`src/tx_align_params.svh`:
```
`ifndef TX_ALIGN_PARAMS_SVH
`define TX_ALIGN_PARAMS_SVH

// Register byte offsets on the AXI4-Lite port.
`define ADDR_W 8
`define OFS_CTRL 8'h00
`define OFS_STATUS 8'h04
`define OFS_IRQ_STAT 8'h08
`define OFS_IRQ_MASK 8'h0C
`define OFS_CHAR_A 8'h10
`define OFS_CHAR_B 8'h14

// Control register width and reset value.
`define CTRL_WIDTH 6
`define CTRL_RESET 6'h00

// Interrupt status layout: parity events low, buffer faults above.
`define IRQ_BITS 4
`define IRQ_PERR_LSB 0
`define IRQ_FAULT_LSB 2

// Substitute for a character with bad parity (special code C0.7).
`define SUBST_BYTE 8'hE0
`define SUBST_CTL 2'h0

// Control codes used when the encoder is enabled.
`define DATA_CTL 2'h0
`define WS_CTL 2'h3
`define CODING_BYPASS 2'h0

// AXI response codes.
`define RESP_OKAY 2'h0
`define RESP_SLVERR 2'h2

`endif

```
`src/tx_align_pkg.sv`:
```
package tx_align_pkg;

    // Clock source for the input registers; code 2'b11 is not legal.
    typedef enum logic [1:0] {
        CLK_SRC_REF = 2'b00,
        CLK_SRC_OWN = 2'b01,
        CLK_SRC_CHA = 2'b10
    } clk_src_t;

    // Phase-align buffer state shared by both channels.
    typedef enum logic [1:0] {
        ALIGN_BYPASS = 2'b00,
        ALIGN_RECENTER = 2'b01,
        ALIGN_RUN = 2'b10
    } align_state_t;

    // Character handed to the encoder or shifter.
    typedef struct packed {
        logic word_sync;
        logic special;
        logic [9:0] data;
    } tx_char_t;

    // Captured character with its parity verdict.
    typedef struct packed {
        tx_char_t ch;
        logic perr;
    } cap_t;

    // All pins that cross into the aclk domain.
    typedef struct packed {
        logic ref_clk;
        logic [1:0] ch_clk;
        logic align_rst_n;
        logic scs;
        logic [1:0] par;
        logic [1:0][1:0] ctl;
        logic [1:0][7:0] tx_byte;
    } pins_t;

    // Control register fields.
    typedef struct packed {
        logic parity_control;
        logic half_rate_select;
        clk_src_t clock_source_select;
        logic [1:0] coding_select;
    } ctrl_t;

endpackage : tx_align_pkg

```
`src/tx_input_capture_phase_align.sv`:
```
// The implementer's own choices: the AXI4-Lite slave port and the address map.
`timescale 1ns/1ps
`include "tx_align_params.svh"
// Overview of operation
// - Encoder on: data byte is the sent character.
// - Encoder bypassed: byte plus control form ten bits.
// - Phase reset low lets buffers re-centre.
// - Phase reset high keeps phase fixed, normal run.
// - Half-rate mode: phase reset only clears faults.
// - Re-centring may insert or drop characters.
// - Reference full-rate mode ignores phase reset.
// - Half-rate reference samples on both edges.
// - Special select with control 3 marks sync, not special.
// - Independent clocks: special select on channel A.
// - Parity enabled: odd parity checked per character.
// - Parity error: one-tick flag, C0.7 substituted.
// - Buffer slip fault sticks until sync or reset.
// - Clock select picks reference, own or A clock.
module tx_input_capture_phase_align
    import tx_align_pkg::*;
#(
    parameter int ALIGN_DEPTH = 4
)(
    input wire logic aclk,
    input wire logic aresetn,
    input wire logic [`ADDR_W-1:0] awaddr,
    input wire logic awvalid,
    output logic awready,
    input wire logic [31:0] wdata,
    input wire logic [3:0] wstrb,
    input wire logic wvalid,
    output logic wready,
    output logic [1:0] bresp,
    output logic bvalid,
    input wire logic bready,
    input wire logic [`ADDR_W-1:0] araddr,
    input wire logic arvalid,
    output logic arready,
    output logic [31:0] rdata,
    output logic [1:0] rresp,
    output logic rvalid,
    input wire logic rready,
    input wire logic reference_clock,
    input wire logic [1:0] per_channel_tx_clock,
    input wire logic tx_align_reset_n,
    input wire logic special_char_select,
    input wire logic [1:0][7:0] tx_byte_in,
    input wire logic [1:0][1:0] tx_control_in,
    input wire logic odd_parity_in_a,
    input wire logic odd_parity_in_b,
    output tx_char_t [1:0] tx_char_out,
    output logic [1:0] tx_char_valid,
    output logic [1:0] tx_fault_out,
    output logic irq
);

    localparam int AW = $clog2(ALIGN_DEPTH);
    localparam int PW = AW + 1;
    localparam logic [PW-1:0] DEPTH_P = PW'(ALIGN_DEPTH);
    localparam logic [PW-1:0] HALF_P = PW'(ALIGN_DEPTH / 2);

    // The pointer arithmetic wraps on a power of two and centring needs two slots each way.
    if ((ALIGN_DEPTH < 4) || ((ALIGN_DEPTH & (ALIGN_DEPTH - 1)) != 0))
    begin : g_bad_depth
        $error("ALIGN_DEPTH must be a power of two, at least 4.");
    end

    typedef struct packed {
        pins_t s1, s2, s3, filt;
        ctrl_t ctrl;
        align_state_t align;
        logic [1:0][PW-1:0] wp, rp;
        cap_t [1:0][ALIGN_DEPTH-1:0] buf_mem;
        logic [1:0] ch_prev, buf_fault, perr_hold, fault_out, char_valid;
        tx_char_t [1:0] char_out;
        logic [`IRQ_BITS-1:0] irq_stat, irq_mask;
        logic irq, aw_held, w_held, ref_prev, scs_cap;
        logic [`ADDR_W-1:0] waddr;
        logic [31:0] wdat, rdata;
        logic [3:0] wstb;
        logic awready, wready, bvalid, arready, rvalid;
        logic [1:0] bresp, rresp;
    } state_t;

    state_t st_reg;
    state_t st_next;

    pins_t pins;
    logic ref_rise, ref_fall, src_ref, half, bypass, char_tick;
    logic rst_low_sample, rst_clear, coding_en, scs_used;
    logic [1:0] ch_rise, wr_tick, emit, ovf, unf, ws_out;
    cap_t [1:0] cap, sel;
    logic [1:0][PW-1:0] occ;
    logic [`IRQ_BITS-1:0] irq_set, irq_clr;

    // Gather the pins so they cross the clock boundary as one bundle.
    assign pins = '{ref_clk: reference_clock, ch_clk: per_channel_tx_clock,
                    align_rst_n: tx_align_reset_n, scs: special_char_select,
                    par: {odd_parity_in_b, odd_parity_in_a}, ctl: tx_control_in,
                    tx_byte: tx_byte_in};

    // Parity failures force a visible bad character at the far end.
    function automatic tx_char_t emit_char(input cap_t c);
        tx_char_t r;
        r = c.ch;
        if (c.perr)
        begin
            r.word_sync = 1'b0;
            r.special = 1'b1;
            r.data = {`SUBST_CTL, `SUBST_BYTE};
        end
        return r;
    endfunction : emit_char

    // Next-state logic for the whole block.
    always_comb
    begin
        st_next = st_reg;
        // Input pins pass three stages; a level counts once stages two and three agree.
        st_next.s1 = pins;
        st_next.s2 = st_reg.s1;
        st_next.s3 = st_reg.s2;
        st_next.filt = pins_t'((st_reg.s2 & st_reg.s3) | (st_reg.filt & (st_reg.s2 ^ st_reg.s3)));
        st_next.ref_prev = st_reg.filt.ref_clk;
        st_next.ch_prev = st_reg.filt.ch_clk;
        ref_rise = st_reg.filt.ref_clk & ~st_reg.ref_prev;
        ref_fall = ~st_reg.filt.ref_clk & st_reg.ref_prev;
        ch_rise = st_reg.filt.ch_clk & ~st_reg.ch_prev;

        // Half rate is only legal with the reference source; otherwise it is ignored.
        src_ref = (st_reg.ctrl.clock_source_select != CLK_SRC_OWN)
                  && (st_reg.ctrl.clock_source_select != CLK_SRC_CHA);
        half = src_ref & st_reg.ctrl.half_rate_select;
        bypass = src_ref & ~st_reg.ctrl.half_rate_select;
        char_tick = ref_rise | (half & ref_fall);
        rst_low_sample = ref_rise & ~st_reg.filt.align_rst_n;
        rst_clear = rst_low_sample & ~bypass;
        coding_en = st_reg.ctrl.coding_select != `CODING_BYPASS;

        if (st_reg.ctrl.clock_source_select == CLK_SRC_OWN && ch_rise[0])
            st_next.scs_cap = st_reg.filt.scs;
        scs_used = (st_reg.ctrl.clock_source_select == CLK_SRC_OWN && !ch_rise[0])
                   ? st_reg.scs_cap : st_reg.filt.scs;

        irq_set = '0;
        for (int c = 0; c < 2; c++)
        begin
            if (src_ref)
                wr_tick[c] = char_tick;
            else if (st_reg.ctrl.clock_source_select == CLK_SRC_OWN)
                wr_tick[c] = ch_rise[c];
            else
                wr_tick[c] = ch_rise[0];
            cap[c].ch.data = {st_reg.filt.ctl[c], st_reg.filt.tx_byte[c]};
            cap[c].ch.word_sync = coding_en & scs_used & (st_reg.filt.ctl[c] == `WS_CTL);
            cap[c].ch.special = coding_en & (st_reg.filt.ctl[c] != `DATA_CTL)
                                & ~cap[c].ch.word_sync;
            cap[c].perr = st_reg.ctrl.parity_control
                          & ~(^{st_reg.filt.par[c], st_reg.filt.tx_byte[c]});

            occ[c] = st_reg.wp[c] - st_reg.rp[c];
            sel[c] = bypass ? cap[c] : st_reg.buf_mem[c][st_reg.rp[c][AW-1:0]];
            emit[c] = 1'b0;
            ovf[c] = 1'b0;
            unf[c] = 1'b0;
            if (bypass)
                emit[c] = char_tick;
            else
            begin
                if (wr_tick[c])
                begin
                    if (occ[c] == DEPTH_P)
                        ovf[c] = (st_reg.align == ALIGN_RUN); // Slips while centring are allowed.
                    else
                    begin
                        st_next.buf_mem[c][st_reg.wp[c][AW-1:0]] = cap[c];
                        st_next.wp[c] = st_reg.wp[c] + PW'(1);
                    end
                end
                if (char_tick && st_reg.align == ALIGN_RUN)
                begin
                    if (occ[c] == '0)
                        unf[c] = 1'b1;
                    else
                    begin
                        emit[c] = 1'b1;
                        st_next.rp[c] = st_reg.rp[c] + PW'(1);
                    end
                end
                if (char_tick && st_reg.align == ALIGN_RECENTER)
                    st_next.rp[c] = st_next.wp[c] - HALF_P;
            end

            if (emit[c])
                st_next.char_out[c] = emit_char(sel[c]);
            if (char_tick)
                st_next.perr_hold[c] = emit[c] & sel[c].perr;
            ws_out[c] = emit[c] & sel[c].ch.word_sync & ~sel[c].perr;
            st_next.buf_fault[c] = ovf[c] | unf[c]
                                   | (st_reg.buf_fault[c] & ~(ws_out[c] | rst_clear));
            st_next.fault_out[c] = st_next.perr_hold[c] | st_next.buf_fault[c];
            st_next.char_valid[c] = emit[c];
            irq_set[`IRQ_PERR_LSB + c] = emit[c] & sel[c].perr;
            irq_set[`IRQ_FAULT_LSB + c] = ovf[c] | unf[c];
        end

        // Shared alignment state; the first entry from bypass centres the buffers.
        unique case (st_reg.align)
            ALIGN_BYPASS:
                if (!bypass)
                    st_next.align = ALIGN_RECENTER;
            ALIGN_RECENTER:
                if (bypass)
                    st_next.align = ALIGN_BYPASS;
                else if (ref_rise && (half || st_reg.filt.align_rst_n))
                    st_next.align = ALIGN_RUN;
            ALIGN_RUN:
                if (bypass)
                    st_next.align = ALIGN_BYPASS;
                else if (rst_low_sample && !half)
                    st_next.align = ALIGN_RECENTER;
            default:
                st_next.align = ALIGN_BYPASS;
        endcase

        // Write channel: address and data are taken in either order, then answered.
        irq_clr = '0;
        if (st_reg.bvalid && bready)
            st_next.bvalid = 1'b0;
        if (awvalid && st_reg.awready)
        begin
            st_next.aw_held = 1'b1;
            st_next.waddr = awaddr;
        end
        if (wvalid && st_reg.wready)
        begin
            st_next.w_held = 1'b1;
            st_next.wdat = wdata;
            st_next.wstb = wstrb;
        end
        if (st_reg.aw_held && st_reg.w_held && !st_reg.bvalid)
        begin
            st_next.aw_held = 1'b0;
            st_next.w_held = 1'b0;
            st_next.bvalid = 1'b1;
            st_next.bresp = `RESP_OKAY;
            unique case ({st_reg.waddr[`ADDR_W-1:2], 2'b00})
                `OFS_CTRL:
                    if (st_reg.wstb[0])
                        st_next.ctrl = ctrl_t'(st_reg.wdat[`CTRL_WIDTH-1:0]);
                `OFS_IRQ_STAT:
                    if (st_reg.wstb[0])
                        irq_clr = st_reg.wdat[`IRQ_BITS-1:0];
                `OFS_IRQ_MASK:
                    if (st_reg.wstb[0])
                        st_next.irq_mask = st_reg.wdat[`IRQ_BITS-1:0];
                `OFS_STATUS, `OFS_CHAR_A, `OFS_CHAR_B: ;
                default:
                    st_next.bresp = `RESP_SLVERR;
            endcase
        end
        st_next.awready = ~st_next.aw_held & ~st_next.bvalid;
        st_next.wready = ~st_next.w_held & ~st_next.bvalid;

        // Sticky events: a new event in the clearing cycle survives the clear.
        st_next.irq_stat = irq_set | (st_reg.irq_stat & ~irq_clr);
        st_next.irq = |(st_next.irq_stat & st_next.irq_mask);

        // Read channel answers one cycle after the address is taken.
        if (st_reg.rvalid && rready)
            st_next.rvalid = 1'b0;
        if (arvalid && st_reg.arready)
        begin
            st_next.rvalid = 1'b1;
            st_next.rresp = `RESP_OKAY;
            unique case ({araddr[`ADDR_W-1:2], 2'b00})
                `OFS_CTRL: st_next.rdata = 32'(st_reg.ctrl);
                `OFS_STATUS: st_next.rdata = 32'({st_reg.fault_out, st_reg.buf_fault, st_reg.align});
                `OFS_IRQ_STAT: st_next.rdata = 32'(st_reg.irq_stat);
                `OFS_IRQ_MASK: st_next.rdata = 32'(st_reg.irq_mask);
                `OFS_CHAR_A: st_next.rdata = 32'(st_reg.char_out[0]);
                `OFS_CHAR_B: st_next.rdata = 32'(st_reg.char_out[1]);
                default:
                begin
                    st_next.rdata = '0;
                    st_next.rresp = `RESP_SLVERR;
                end
            endcase
        end
        st_next.arready = ~st_next.rvalid;
    end

    // Single state register with synchronous reset.
    always_ff @(posedge aclk)
    begin
        if (!aresetn)
        begin
            st_reg <= '0;
            st_reg.ctrl <= ctrl_t'(`CTRL_RESET);
        end
        else
            st_reg <= st_next;
    end

    // All outputs come straight from state flip-flops.
    assign {awready, wready, arready} = {st_reg.awready, st_reg.wready, st_reg.arready};
    assign {bvalid, bresp, rvalid, rresp} = {st_reg.bvalid, st_reg.bresp, st_reg.rvalid,
        st_reg.rresp};
    assign rdata = st_reg.rdata;
    assign tx_char_out = st_reg.char_out;
    assign {tx_char_valid, tx_fault_out, irq} = {st_reg.char_valid, st_reg.fault_out, st_reg.irq};
endmodule : tx_input_capture_phase_align

```
`config.mk`:
```
export PLATFORM = sky130hd
export DESIGN_NAME = tx_input_capture_phase_align
export DESIGN_NICKNAME = d
export VERILOG_FILES = /design/src/tx_align_pkg.sv /design/src/tx_input_capture_phase_align.sv
export VERILOG_INCLUDE_DIRS = /design/src
export SDC_FILE = /design/constraint.sdc
export NUM_CORES = 1
export LEC_CHECK = 0
export ABC_AREA = 1
export ABC_CLOCK_PERIOD_IN_PS = 4960
export CAP_MARGIN = 40
export CORE_UTILIZATION = 45
export DETAILED_ROUTE_END_ITERATION = 10
export DONT_BUFFER_PORTS = 1
export PLACE_DENSITY_LB_ADDON = 0.25
export SLEW_MARGIN = 40
export SYNTH_ARGS = -nofsm -noshare
export SYNTH_HDL_FRONTEND = slang
export SYNTH_SLANG_ARGS = --single-unit
```
`constraint.sdc`:
```
create_clock -name aclk -period 4.96 [get_ports aclk]
set_input_delay 0.992 -clock aclk [delete_from_list [all_inputs] [get_ports aclk]]
set_output_delay 0.992 -clock aclk [all_outputs]
set_load 0.005 [all_outputs]
```
==> results of run 1 <==
==> cells by family after synthesis <==
group | count (synthesis) | share of synthesized area, %
buffers and inverters | 370 | 12.7
adder cells (fa/ha/maj) | 42 | 3.94
AO/OA/AOI/OAI | 478 | 19.1
AND/OR/NAND/NOR | 541 | 16.9
XOR/XNOR | 9 | 0.591
other | 1 | 0.0281
flip-flops | 311 | 46.7
==> cells in the mapped netlist, types with 2 or more instances <==
library cell	count
sky130_fd_sc_hd__nand2_2	8
sky130_fd_sc_hd__buf_1	3
sky130_fd_sc_hd__o21ai_1	59
sky130_fd_sc_hd__a22oi_1	2
sky130_fd_sc_hd__a21oi_2	2
sky130_fd_sc_hd__nor2_8	2
sky130_fd_sc_hd__ha_1	42
sky130_fd_sc_hd__inv_2	16
sky130_fd_sc_hd__a21oi_1	221
sky130_fd_sc_hd__o211ai_1	14
sky130_fd_sc_hd__xnor2_1	2
sky130_fd_sc_hd__nor2_4	2
sky130_fd_sc_hd__nand3_1	46
sky130_fd_sc_hd__nand2_1	334
sky130_fd_sc_hd__o21ai_0	141
sky130_fd_sc_hd__o31ai_1	5
sky130_fd_sc_hd__nor2_1	113
sky130_fd_sc_hd__buf_6	6
sky130_fd_sc_hd__inv_1	214
sky130_fd_sc_hd__o22ai_1	12
sky130_fd_sc_hd__nand2_4	2
sky130_fd_sc_hd__o21bai_1	8
sky130_fd_sc_hd__dfxtp_1	311
sky130_fd_sc_hd__buf_2	12
sky130_fd_sc_hd__nor2_2	2
sky130_fd_sc_hd__a211oi_1	3
sky130_fd_sc_hd__xor2_1	7
sky130_fd_sc_hd__a22o_1	6
sky130_fd_sc_hd__clkbuf_1	50
sky130_fd_sc_hd__clkinv_1	2
sky130_fd_sc_hd__buf_4	66
sky130_fd_sc_hd__nand4_1	27
==> stage by stage <==
stage / power [mW] / cell area (um2) / setup WS, ns
5_1_grt: 5.47 / 14300 / 1.12
4_1_cts: 5.35 / 14300 / 1.56
6_report: 5.28 / 14300 / 1.56
3_3_place_gp: 2.71 / 13100 / 1.66
2_1_floorplan: 2.72 / 13400 / 2.46
3_5_place_dp: 2.72 / 13100 / 1.56
==> worst paths after layout <==
kind,startpoint,endpoint,depth (start not counted)
setup / recovery,st_reg[240],st_reg[184],13
hold / removal,st_next[314],st_next[287],2
setup reg to reg,st_reg[240],st_reg[184],13
hold reg to reg,st_next[314],st_next[287],2
==> final cells by class <==
type                            count  area (um2)
Clock buffer                       54        1110
Clock inverter                      6        80.1
Fill cell                        2854       14600
Inverter                          233         876
Multi-Input combinational cell   1092        5490
Sequential cell                   311        6230
Tap cell                          384         480
Timing Repair Buffer                4        30.0
==> power by group <==
part           internal (mW)  total [mW]  switching [mW]  leakage [nW]
clock network           1.64        2.62           0.985         0.592
logic                 0.0336       0.102          0.0688          3.62
registers               2.54        2.56          0.0202          2.52
==> routing by layer <==
| metal | track usage [%] | share of wire, % |
|---|---|---|
| met2 | 30.0 | 41 |
| met4 | 8.11 | 3.5 |
| met3 | 4.02 | 5.9 |
| met1 | 27.0 | 49 |
| met5 | 0 | 0 |
==> cell usage in the layout, fill, tap and decap left out, drive strengths merged, types with 2 or more instances in the layout <==
cell / n
o21bai: 8
or2: 2
nand3: 47
ha: 42
buf: 4
o22ai: 12
clkinv: 7
inv: 230
a211oi: 4
bufinv: 2
nand2: 344
o21ai: 200
a22oi: 2
a22o: 6
xnor2: 2
nand4: 27
o31ai: 5
clkbuf: 54
a21oi: 223
xor2: 7
nor2: 119
dfxtp: 311
o211ai: 14
conb: 22
==> worst reg2reg max path: cells and delay by family, from the launching register on <==
kind	cells	cell delay, ns
compound gates	3	0.47
simple gates	6	0.62
flops	1	0.60
buf+inv	3	1.11
fa+ha+maj	1	0.55
==> impl_results.md, run 1 <==
- Run status: finished, final reports clean
- Via count of the routed design: 10500
- CP delay by family, top: buffers and inverters
- CTS tree: done
- LEAKAGE: 6.73 nW
- DR WL/cell: 14.3 um
- Maximum number of pins on one net before global-route repair: 230
- Mean cell area of the mapped netlist: 7.61 um2
- Number of antenna violations at the first check in global routing: 0
- Number of flip-flops in the largest register: 186
- PwrDens: 370 nW/um2
- Number of resized instances in the post-cts repair step: 0
- Type of the worst min-delay path: register to register
- Worst-case register-to-register setup slack: 1.56 ns
- TritonCTS sink count: 311
- Detailed Route WL: 29.9 mm
- Tcrit/Tclk final: 68.6%
- Maximum clock skew at final layout: 0.0178 ns
- Crit path max-delay cell type: sky130_fd_sc_hd__clkinv_1
- Die Outline Area: 30300 um2
- Cell count after placement: 2024
- Share of post-route cells with drive strength above 1: 5.82%
- Sequential-to-total area share from yosys stat: 46.7%
- Overall Global Routing Usage: 19.7%
- Initial core utilization: 46.1%
- Root buffer cell: sky130_fd_sc_hd__clkbuf_16
- Largest area contributor in the netlist: sky130_fd_sc_hd__dfxtp_1
- # DRC: 0
- Clk Latency, worst-skew pair: 0.51 ns
- Net count, final: 1805
- Horizontal die dimension: 174 um
- Area share of the largest cell type after synthesis: 46.7%
- RD Place Congestion: 0.859
- EDFF count, synth: 0
- Crit path largest cell delay: 0.70 ns
- Sum of buffers and inverters on the critical path: 3
- Endpoint class of the critical path: register
- Synth async-reset ratio: 0%
- Post-CTS repair timing setup buffer count: 0
- Std cell rows: 62
- Grt ovf: 0
- Port Buf Inserts: 0
- Most frequent cell on the critical path: sky130_fd_sc_hd__nand2_1
- Top fanout value on the critical path: 26
- Share of the core filled with cells: 49.4%
- Max-slew violations: 0
- Number of instances in the synthesized netlist: 1752
- Router iterations before antenna repair: 5
- DP HPWL: 20.0 mm
- Number of global-route vias before repair: 9564
- Setup CP Type: register to register
- Layout overhead on the synthesized area: 7.18%
- Hold_ws: 0.408 ns
- Dominant synthesized flop cell: sky130_fd_sc_hd__dfxtp_1
- Initial DRC Count: 762
- VDD IR-drop max: 0.192 mV
- Number of warnings issued by yosys: 0
- Maximum clock insertion buffer count: 3
- Post-Route Setup TNS: 0 ns
- RSZ-0062 raised after global routing: no
- Post-detailed-route via-to-cell ratio: 5.02
- Arrival time at the worst endpoint: 3.84 ns
- Number of buffers created by CTS: 35
- Worst slew margin relative to its limit: 49.3%
- Leading post-synthesis cells by cell area: sky130_fd_sc_hd__dfxtp_1 47%, sky130_fd_sc_hd__nand2_1 9.4%, sky130_fd_sc_hd__a21oi_1 8.3%
- CORE AREA: 28900 um2
- Number of buffers added to fix hold violations after cts: 0
- Worst Setup Start Kind: register
- CP Data Required Time: 5.39 ns
- Sequence of cells on the critical path: clkinv_1 > ha_1 > inv_1 > nor2_1 > o21ai_0 > nand2_1 > nand2_1 > nand2_4 > nor2_8 > nand2_1 > inv_2 > o21ai_0 > a21oi_1
- DIE HEIGHT: 174 um
- Top-level port count: 156
- First-pass GRT wire length: 48.9 mm
- Highest achievable clock rate: 294 MHz
- Final cell count without fillers: 2084
- Final count of negative-setup-slack endpoints: 0
- Number of unique standard cell types used by synthesis: 44
- Clock transition at the registers of the reported paths: 0.06 ns
- Post-synthesis instance area: 13300 um2
- Tightest Pin Transition: 0.759 ns
- Count of nets left with antenna violations after detail routing: 0
- Total number of H-tree levels: 2
- Count of final hold-check violations: 0
- Final critical delay including setup and external delays: 3.40 ns
- Yosys reg bits: 311
- Max Cap Viol: 0
- Total inserted antenna cells: 0
(Power assumes the default switching activity.)
==> inputs of run 2 (changes only) <==
--- a/config.mk
+++ b/config.mk
@@ -6,8 +6,8 @@
 export SDC_FILE = /design/constraint.sdc
 export NUM_CORES = 1
 export LEC_CHECK = 0
-export ABC_AREA = 1
-export ABC_CLOCK_PERIOD_IN_PS = 4960
+export ABC_AREA = 0
+export ABC_CLOCK_PERIOD_IN_PS = 2900
 export CAP_MARGIN = 40
 export CORE_UTILIZATION = 45
 export DETAILED_ROUTE_END_ITERATION = 10
==> constraint.sdc (replaced) <==
create_clock -name aclk -period 2.9 [get_ports aclk]
set_input_delay 0.58 -clock aclk [delete_from_list [all_inputs] [get_ports aclk]]
set_output_delay 0.58 -clock aclk [all_outputs]
set_load 0.005 [all_outputs]
==> impl_results.md, run 2 <==
- # DRC: 0 (unchanged)
- Root buffer cell: sky130_fd_sc_hd__clkbuf_16
- Share of the core filled with cells: 50.5% (+1.2 points)
- Crit path max-delay cell type: sky130_fd_sc_hd__or3_1
- Post-Synth Simple-Gate Area: 17.9% (+0.98 points)
- Max Cap Viol: 0 (unchanged)
- Worst reg2reg path endpoint: irq
- Port Buf Inserts: 0 (unchanged)
- Mean cell area of the mapped netlist: 9.45 um2 (+24%)
- Largest area contributor in the netlist: sky130_fd_sc_hd__dfxtp_1
- Maximum clock skew at final layout: 0.0140 ns (-0.00388 ns)
- Yosys reg bits: 311 (unchanged)
- Run status: finished, final reports clean
- LEAKAGE: 5.62 nW (-16%)
- Highest achievable clock rate: 389 MHz (+32%)
- Tightest Pin Transition: 0.657 ns (-0.102 ns)
- Router iterations before antenna repair: 4 (-1)
- Max-slew violations: 0 (unchanged)
- Crit path largest cell delay: 0.43 ns (-0.27 ns)
- RD Place Congestion: 0.887 (+3.2%)
- Launch instance of the worst min-delay path: tx_control_in[1]
- Portion of total power attributed to the clock network: 51.3% (+1.7 points)
- Layout overhead on the synthesized area: 10.2%
- Via count of the routed design: 9345 (-11%)
- Clock transition at the registers of the reported paths: 0.06 ns (about the same)
- Post-detailed-route via-to-cell ratio: 5.33 (+6.2%)
- Sequence of cells on the critical path: inv_1 > ha_1 > nand2_1 > or3_1 > a31oi_1 > a21oi_1 > o21ai_0 > o2111ai_1
- Setup CP Type: register to register
- Net count, final: 1470 (-19%)
- First-pass GRT wire length: 49.3 mm (+0.89%)
- Initial core utilization: 45.9% (-0.20 points)
- RSZ-0062 raised after global routing: no
- Flop pwr share: 46.9% (-1.6 points)
- Clk Latency, worst-skew pair: 0.51 ns (about the same)
- Share of post-route cells with drive strength above 1: 10.5% (+4.7 points)
- DIE HEIGHT: 173 um (-0.48%)
- Worst slew margin relative to its limit: 56.0% (+6.7 points)
- Detailed Route WL: 30.1 mm (+0.60%)
- Hold depth: 1 (-1)
- Tcrit/Tclk final: 88.6% (+20 points)
- Compound-gate portion of the synthesized area: 10.5% (-8.6 points)
- Maximum clock insertion buffer count: 3 (unchanged)
- VDD IR-drop max: 0.307 mV (+60%)
- Commonest cells after routing, fill and taps aside: 311 x sky130_fd_sc_hd__dfxtp_1, 146 x sky130_fd_sc_hd__nand2_1, 137 x sky130_fd_sc_hd__a21oi_1
- Number of instances in the synthesized netlist: 1397 (-20%)
- Area share of the largest cell type after synthesis: 47.2% (+0.46 points)
- Number of buffers added to fix hold violations after cts: 0 (unchanged)
- Worst-case register-to-register setup slack: 0.33 ns (-1.23 ns)
- DR WL/cell: 17.2 um (+20%)
- Number of unique standard cell types used by synthesis: 66 (+50%)
- Arrival time at the worst endpoint: 2.92 ns (-0.92 ns)
- Post-synthesis instance area: 13200 um2 (-0.97%)
- Final critical delay including setup and external delays: 2.57 ns (-0.833 ns)
- Sequential-to-total area share from yosys stat: 47.2% (+0.46 points)
- Synth async-reset ratio: 0% (unchanged)
- Number of flip-flops in the largest register: 186 (unchanged)
- Leading post-synthesis cells by cell area: sky130_fd_sc_hd__dfxtp_1 47%, sky130_fd_sc_hd__mux2i_1 5.9%, sky130_fd_sc_hd__a21oi_1 5.2%
- Worst Setup Start Kind: register
- Top fanout value on the critical path: 5 (-81%)
- Placement-stage cell area: 13300 um2 (+1.3%)
- Die Outline Area: 30000 um2 (-0.96%)
- Commonest cells post-synth: 311 x sky130_fd_sc_hd__dfxtp_1, 146 x sky130_fd_sc_hd__nand2_1, 138 x sky130_fd_sc_hd__a21oi_1, 106 x sky130_fd_sc_hd__nor2_1, 95 x sky130_fd_sc_hd__nand3_1
- Number of warnings issued by yosys: 0 (unchanged)
- DP HPWL: 20.3 mm (+1.6%)
- EDFF count, synth: 0 (unchanged)
- Post-CTS repair timing setup buffer count: 0 (unchanged)
- Grt ovf: 0 (unchanged)
- Most frequent standard cell in the layout excluding fill and tap cells: sky130_fd_sc_hd__dfxtp_1
- CORE AREA: 28800 um2 (-0.54%)
- Number of antenna violations at the first check in global routing: 0 (unchanged)
- Switching part of the total: 20.0% (-0.34 points)
- Final cell count without fillers: 1752 (-16%)
- Post-route standard cell area excluding fillers: 14500 um2 (+1.8%)
- CP Data Required Time: 3.25 ns (-2.14 ns)
- Number of buffers created by CTS: 36 (+2.9%)
- Post-Route Setup TNS: 0 ns (unchanged)
- Dominant synthesized flop cell: sky130_fd_sc_hd__dfxtp_1
- Count of final hold-check violations: 0 (unchanged)
- Maximum number of pins on one net before global-route repair: 107 (-53%)
- Synthesized-area fraction occupied by xor and xnor cells: 2.28% (+1.7 points)
- Type of the worst min-delay path: input pin to register
- Final count of negative-setup-slack endpoints: 0 (unchanged)
- Endpoint with the worst hold slack: st_next[327]
- Number of resized instances in the post-cts repair step: 0 (unchanged)
- Sum of buffers and inverters on the critical path: 1 (-2)
- Net switching power: 1.87 mW (+74%)
- Hold_ws: 0.200 ns (-0.208 ns)
- Overall Global Routing Usage: 20.4% (+0.71 points)
- Cell count after placement: 1688 (-17%)
- CTS tree: done
- PwrDens: 642 nW/um2 (+74%)
- Reg-to-reg critical path startpoint: st_reg[245]
- Most frequent cell after synthesis: sky130_fd_sc_hd__dfxtp_1
- Total number of H-tree levels: 2 (unchanged)
- Top-level port count: 156 (unchanged)
- Count of nets left with antenna violations after detail routing: 0 (unchanged)
- Arithmetic-cell share of the synthesized area counting full adders, half adders and majority gates: 3.98% (+0.038 points)
- Number of global-route vias before repair: 9125 (-4.6%)
- Internal power component: 7.47 mW (+77%)
- Multiplexer share of the synthesized area: 11.1% (+11 points)
- Fill cell total of the finished layout: 2651 (-7.1%)
- Register-to-Register Path Depth: 8 (-5)
- CP delay by family, top: compound AO/OA/AOI/OAI gates
- Total inserted antenna cells: 0 (unchanged)
- Endpoint class of the critical path: register
- Combinational Power Share: 1.8% (about the same)
- TritonCTS sink count: 311 (unchanged)
- Initial DRC Count: 578 (-24%)
- Main combinational cell family by area after synthesis: simple AND/OR/NAND/NOR gates
- Horizontal die dimension: 173 um (-0.48%)
- Std cell rows: 62 (unchanged)
==> run 2: worst max-delay path by stage <==
stage | slack (ns) | start | depth (start not counted) | endpoint
6_report | 0.33 | st_reg[245] | 8 | irq
3_3_place_gp | 0.39 | st_reg[253] | 9 | st_reg[197]
4_1_cts | 0.30 | st_reg[253] | 8 | tx_fault_out[0]
3_5_place_dp | 0.31 | st_reg[253] | 8 | tx_fault_out[0]
2_1_floorplan | 0.43 | st_reg[240] | 9 | irq
5_1_grt | 0.09 | st_reg[253] | 9 | st_reg[197]
==> run 2: power by group through the flow <==
stage               combinational (mW)  sequential (mW)  clock [mW]
floorplan                        0.186             4.45           0
global placement                 0.170             4.47           0
detailed placement               0.172             4.47           0
CTS                              0.174             4.38        4.90
global route                     0.196             4.38        5.10
finish                           0.172             4.38        4.79
==> run 2: stage by stage <==
stage	setup WS [ns]	power (mW)
global route	0.0916	9.68
floorplan	0.430	4.64
finish	0.329	9.33
detailed placement	0.311	4.64
global placement	0.391	4.64
CTS	0.296	9.45
==> run 2: cell families after synthesis <==
family / count (synthesis)
AO/OA/AOI/OAI: 239
XOR/XNOR: 27
adder cells (fa/ha/maj): 42
buffers and inverters: 173
flip-flops: 311
multiplexers: 109
other: 1
AND/OR/NAND/NOR: 495
==> run 2: per-layer routing <==
layer	global-route usage [%]	vias to the layer above	part of all wire, %
li1	-	4623	-
met1	27.1	4394	46
met2	32.9	265	45
met3	4.06	63	6.0
met4	7.23	0	3.0
met5	0	-	0
==> run 2: final cells by class <==
type / count / area (um2) / area share (%)
Clock buffer: 56 / 1110 / 7.61
Clock inverter: 8 / 168 / 1.15
Inverter: 17 / 66.3 / 0.456
Multi-Input combinational cell: 934 / 6160 / 42.3
Sequential cell: 311 / 6230 / 42.8
Tap cell: 384 / 480 / 3.30
Timing Repair Buffer: 42 / 340 / 2.34
==> inputs of run 3 (changes only) <==
--- a/config.mk
+++ b/config.mk
@@ -12,7 +12,7 @@
 export CORE_UTILIZATION = 45
 export DETAILED_ROUTE_END_ITERATION = 10
 export DONT_BUFFER_PORTS = 1
-export PLACE_DENSITY_LB_ADDON = 0.25
+export PLACE_DENSITY = 0.65
 export SLEW_MARGIN = 40
 export SYNTH_ARGS = -nofsm -noshare
 export SYNTH_HDL_FRONTEND = slang
==> impl_results.md, run 3 (synthesized netlist as in run 2, its figures left out) <==
- Run status: finished, final reports clean
- Initial core utilization: 45.9% (unchanged)
- Most frequent cell on the critical path: sky130_fd_sc_hd__nor2_1
- Net count, final: 1466 (-0.27%)
- Count of nets left with antenna violations after detail routing: 0 (unchanged)
- RD Place Congestion: 0.885 (-0.24%)
- DP HPWL: 20.2 mm (-0.17%)
- RSZ-0062 raised after global routing: no
- Root buffer cell: sky130_fd_sc_hd__clkbuf_16
- TritonCTS sink count: 311 (unchanged)
- Max Cap Viol: 0 (unchanged)
- Port Buf Inserts: 0 (unchanged)
- Die Outline Area: 30000 um2 (unchanged)
- Count of final hold-check violations: 0 (unchanged)
- First-pass GRT wire length: 47.9 mm (-2.8%)
- CP Data Required Time: 3.27 ns (+0.02 ns)
- Total inserted antenna cells: 0 (unchanged)
- Total number of H-tree levels: 2 (unchanged)
- LEAKAGE: 5.53 nW (-1.6%)
- Initial DRC Count: 634 (+9.7%)
- DR WL/cell: 17.2 um (about the same)
- Sum of buffers and inverters on the critical path: 1 (unchanged)
- Crit path largest cell delay: 0.57 ns (+0.14 ns)
- Clk Latency, worst-skew pair: 0.51 ns (about the same)
- Arrival time at the worst endpoint: 3.01 ns (+0.09 ns)
- Number of buffers created by CTS: 35 (-2.8%)
- Worst slew margin relative to its limit: 48.7% (-7.3 points)
- Number of buffers added to fix hold violations after cts: 0 (unchanged)
- Maximum number of pins on one net before global-route repair: 103 (-3.7%)
- Number of global-route vias before repair: 8800 (-3.6%)
- Reg-to-reg critical path startpoint: st_reg[253]
- Sequence of cells on the critical path: inv_1 > ha_1 > nor2_1 > a221oi_1 > a31oi_2 > nand2_1 > mux2i_1 > nor2_1
- Grt ovf: 0 (unchanged)
- Endpoint class of the critical path: register
- Maximum clock skew at final layout: 0.0213 ns (+0.00733 ns)
- Post-CTS repair timing setup buffer count: 0 (unchanged)
- Type of the worst min-delay path: input pin to register
- Crit path max-delay cell type: sky130_fd_sc_hd__a221oi_1
- CORE AREA: 28800 um2 (unchanged)
- Worst Setup Start Kind: register
- Worst-case register-to-register setup slack: 0.26 ns (-0.07 ns)
- Std cell rows: 62 (unchanged)
- VDD IR-drop max: 0.304 mV (-0.94%)
- Via count of the routed design: 9406 (+0.65%)
- Router iterations before antenna repair: 5 (+1)
- Final count of negative-setup-slack endpoints: 0 (unchanged)
- Max-slew violations: 0 (unchanged)
- Launch instance of the worst min-delay path: aresetn
- Layout overhead on the synthesized area: 8.62%
- Highest achievable clock rate: 379 MHz (-2.6%)
- Most frequent standard cell in the layout excluding fill and tap cells: sky130_fd_sc_hd__dfxtp_1
- Share of post-route cells with drive strength above 1: 9.91% (-0.61 points)
- PwrDens: 615 nW/um2 (-4.2%)
- Post-Route Setup TNS: 0 ns (unchanged)
- DIE HEIGHT: 173 um (unchanged)
- Tcrit/Tclk final: 91.0% (+2.3 points)
- Share of the core filled with cells: 49.8% (-0.70 points)
- CTS tree: done
- CP delay by family, top: compound AO/OA/AOI/OAI gates
- Number of resized instances in the post-cts repair step: 0 (unchanged)
- Clock transition at the registers of the reported paths: 0.06 ns (about the same)
- Number of antenna violations at the first check in global routing: 0 (unchanged)
- Post-detailed-route via-to-cell ratio: 5.39 (+1.0%)
- Final critical delay including setup and external delays: 2.64 ns (+0.0677 ns)
- Origin of the worst setup path: st_reg[253]
- Horizontal die dimension: 173 um (unchanged)
- Overall Global Routing Usage: 19.9% (-0.51 points)
- Top fanout value on the critical path: 13 (+8)
- Detailed Route WL: 30.0 mm (-0.34%)
- Setup CP Type: register to register
- # DRC: 0 (unchanged)
- Tightest Pin Transition: 0.769 ns (+0.112 ns)
- Maximum clock insertion buffer count: 3 (unchanged)
- Number of flip-flops in the largest register: 186 (unchanged)
- Commonest cells after routing, fill and taps aside: 311 x sky130_fd_sc_hd__dfxtp_1, 145 x sky130_fd_sc_hd__nand2_1, 137 x sky130_fd_sc_hd__a21oi_1
- Top-level port count: 156 (unchanged)
==> run 3: changes by cell type in the layout (fill, tap and decap cells not counted) <==
cell                         delta
sky130_fd_sc_hd__clkinv_2       +2
sky130_fd_sc_hd__nand2_2        +1
sky130_fd_sc_hd__clkbuf_8       -4
sky130_fd_sc_hd__clkbuf_1       +4
sky130_fd_sc_hd__buf_12         -2
sky130_fd_sc_hd__nand2_1        -1
sky130_fd_sc_hd__clkinvlp_4     -1
sky130_fd_sc_hd__bufinv_16      -4
sky130_fd_sc_hd__buf_4          -1
==> run 3: stage by stage <==
stage | worst slack [ns] | area, um2 | cells | hold WS (ns) | power (mW)
floorplan | 0.430 | 13300 | 1418 | 0.412 | 4.64
global placement | 0.292 | 13200 | 1685 | 0.416 | 4.64
detailed placement | 0.217 | 13200 | 1685 | 0.418 | 4.64
CTS | 0.212 | 14300 | 1746 | 0.183 | 8.93
global route | 0.128 | 14300 | 1746 | 0.181 | 9.14
finish | 0.262 | 14300 | 1746 | 0.198 | 8.82
==> run 3: report_power, final <==
group	switching, mW	internal [mW]	total (mW)
combinational	0.105	0.0653	0.170
clock	1.67	2.60	4.27
sequential	0.0366	4.34	4.38
total	1.81	7.00	8.82
==> run 3: worst paths after layout <==
kind,cells past startpoint,to
hold / removal,2,st_reg[129]
setup / recovery,8,st_reg[210]
hold reg to reg,1,st_next[309]
setup reg to reg,8,st_reg[210]
==> run 3: metal layers <==
layer  routed length (um)  share of wire [%]  track usage (%)
met1                13700                 46             26.7
met2                13900                 46             32.4
met3                 1700                5.7             3.57
met4                  653                2.2             6.08
met5                    0                  0                0
==> run 3: final cells by class <==
cell class | count | area [um2]
fillers | 2633 | 14400
flip-flops and latches | 311 | 6230
multi-input cells | 934 | 6160
clock buffers | 56 | 1070
well taps | 384 | 480
repair buffers | 39 | 293
inverters | 17 | 66.3
clock inverters | 5 | 50.0
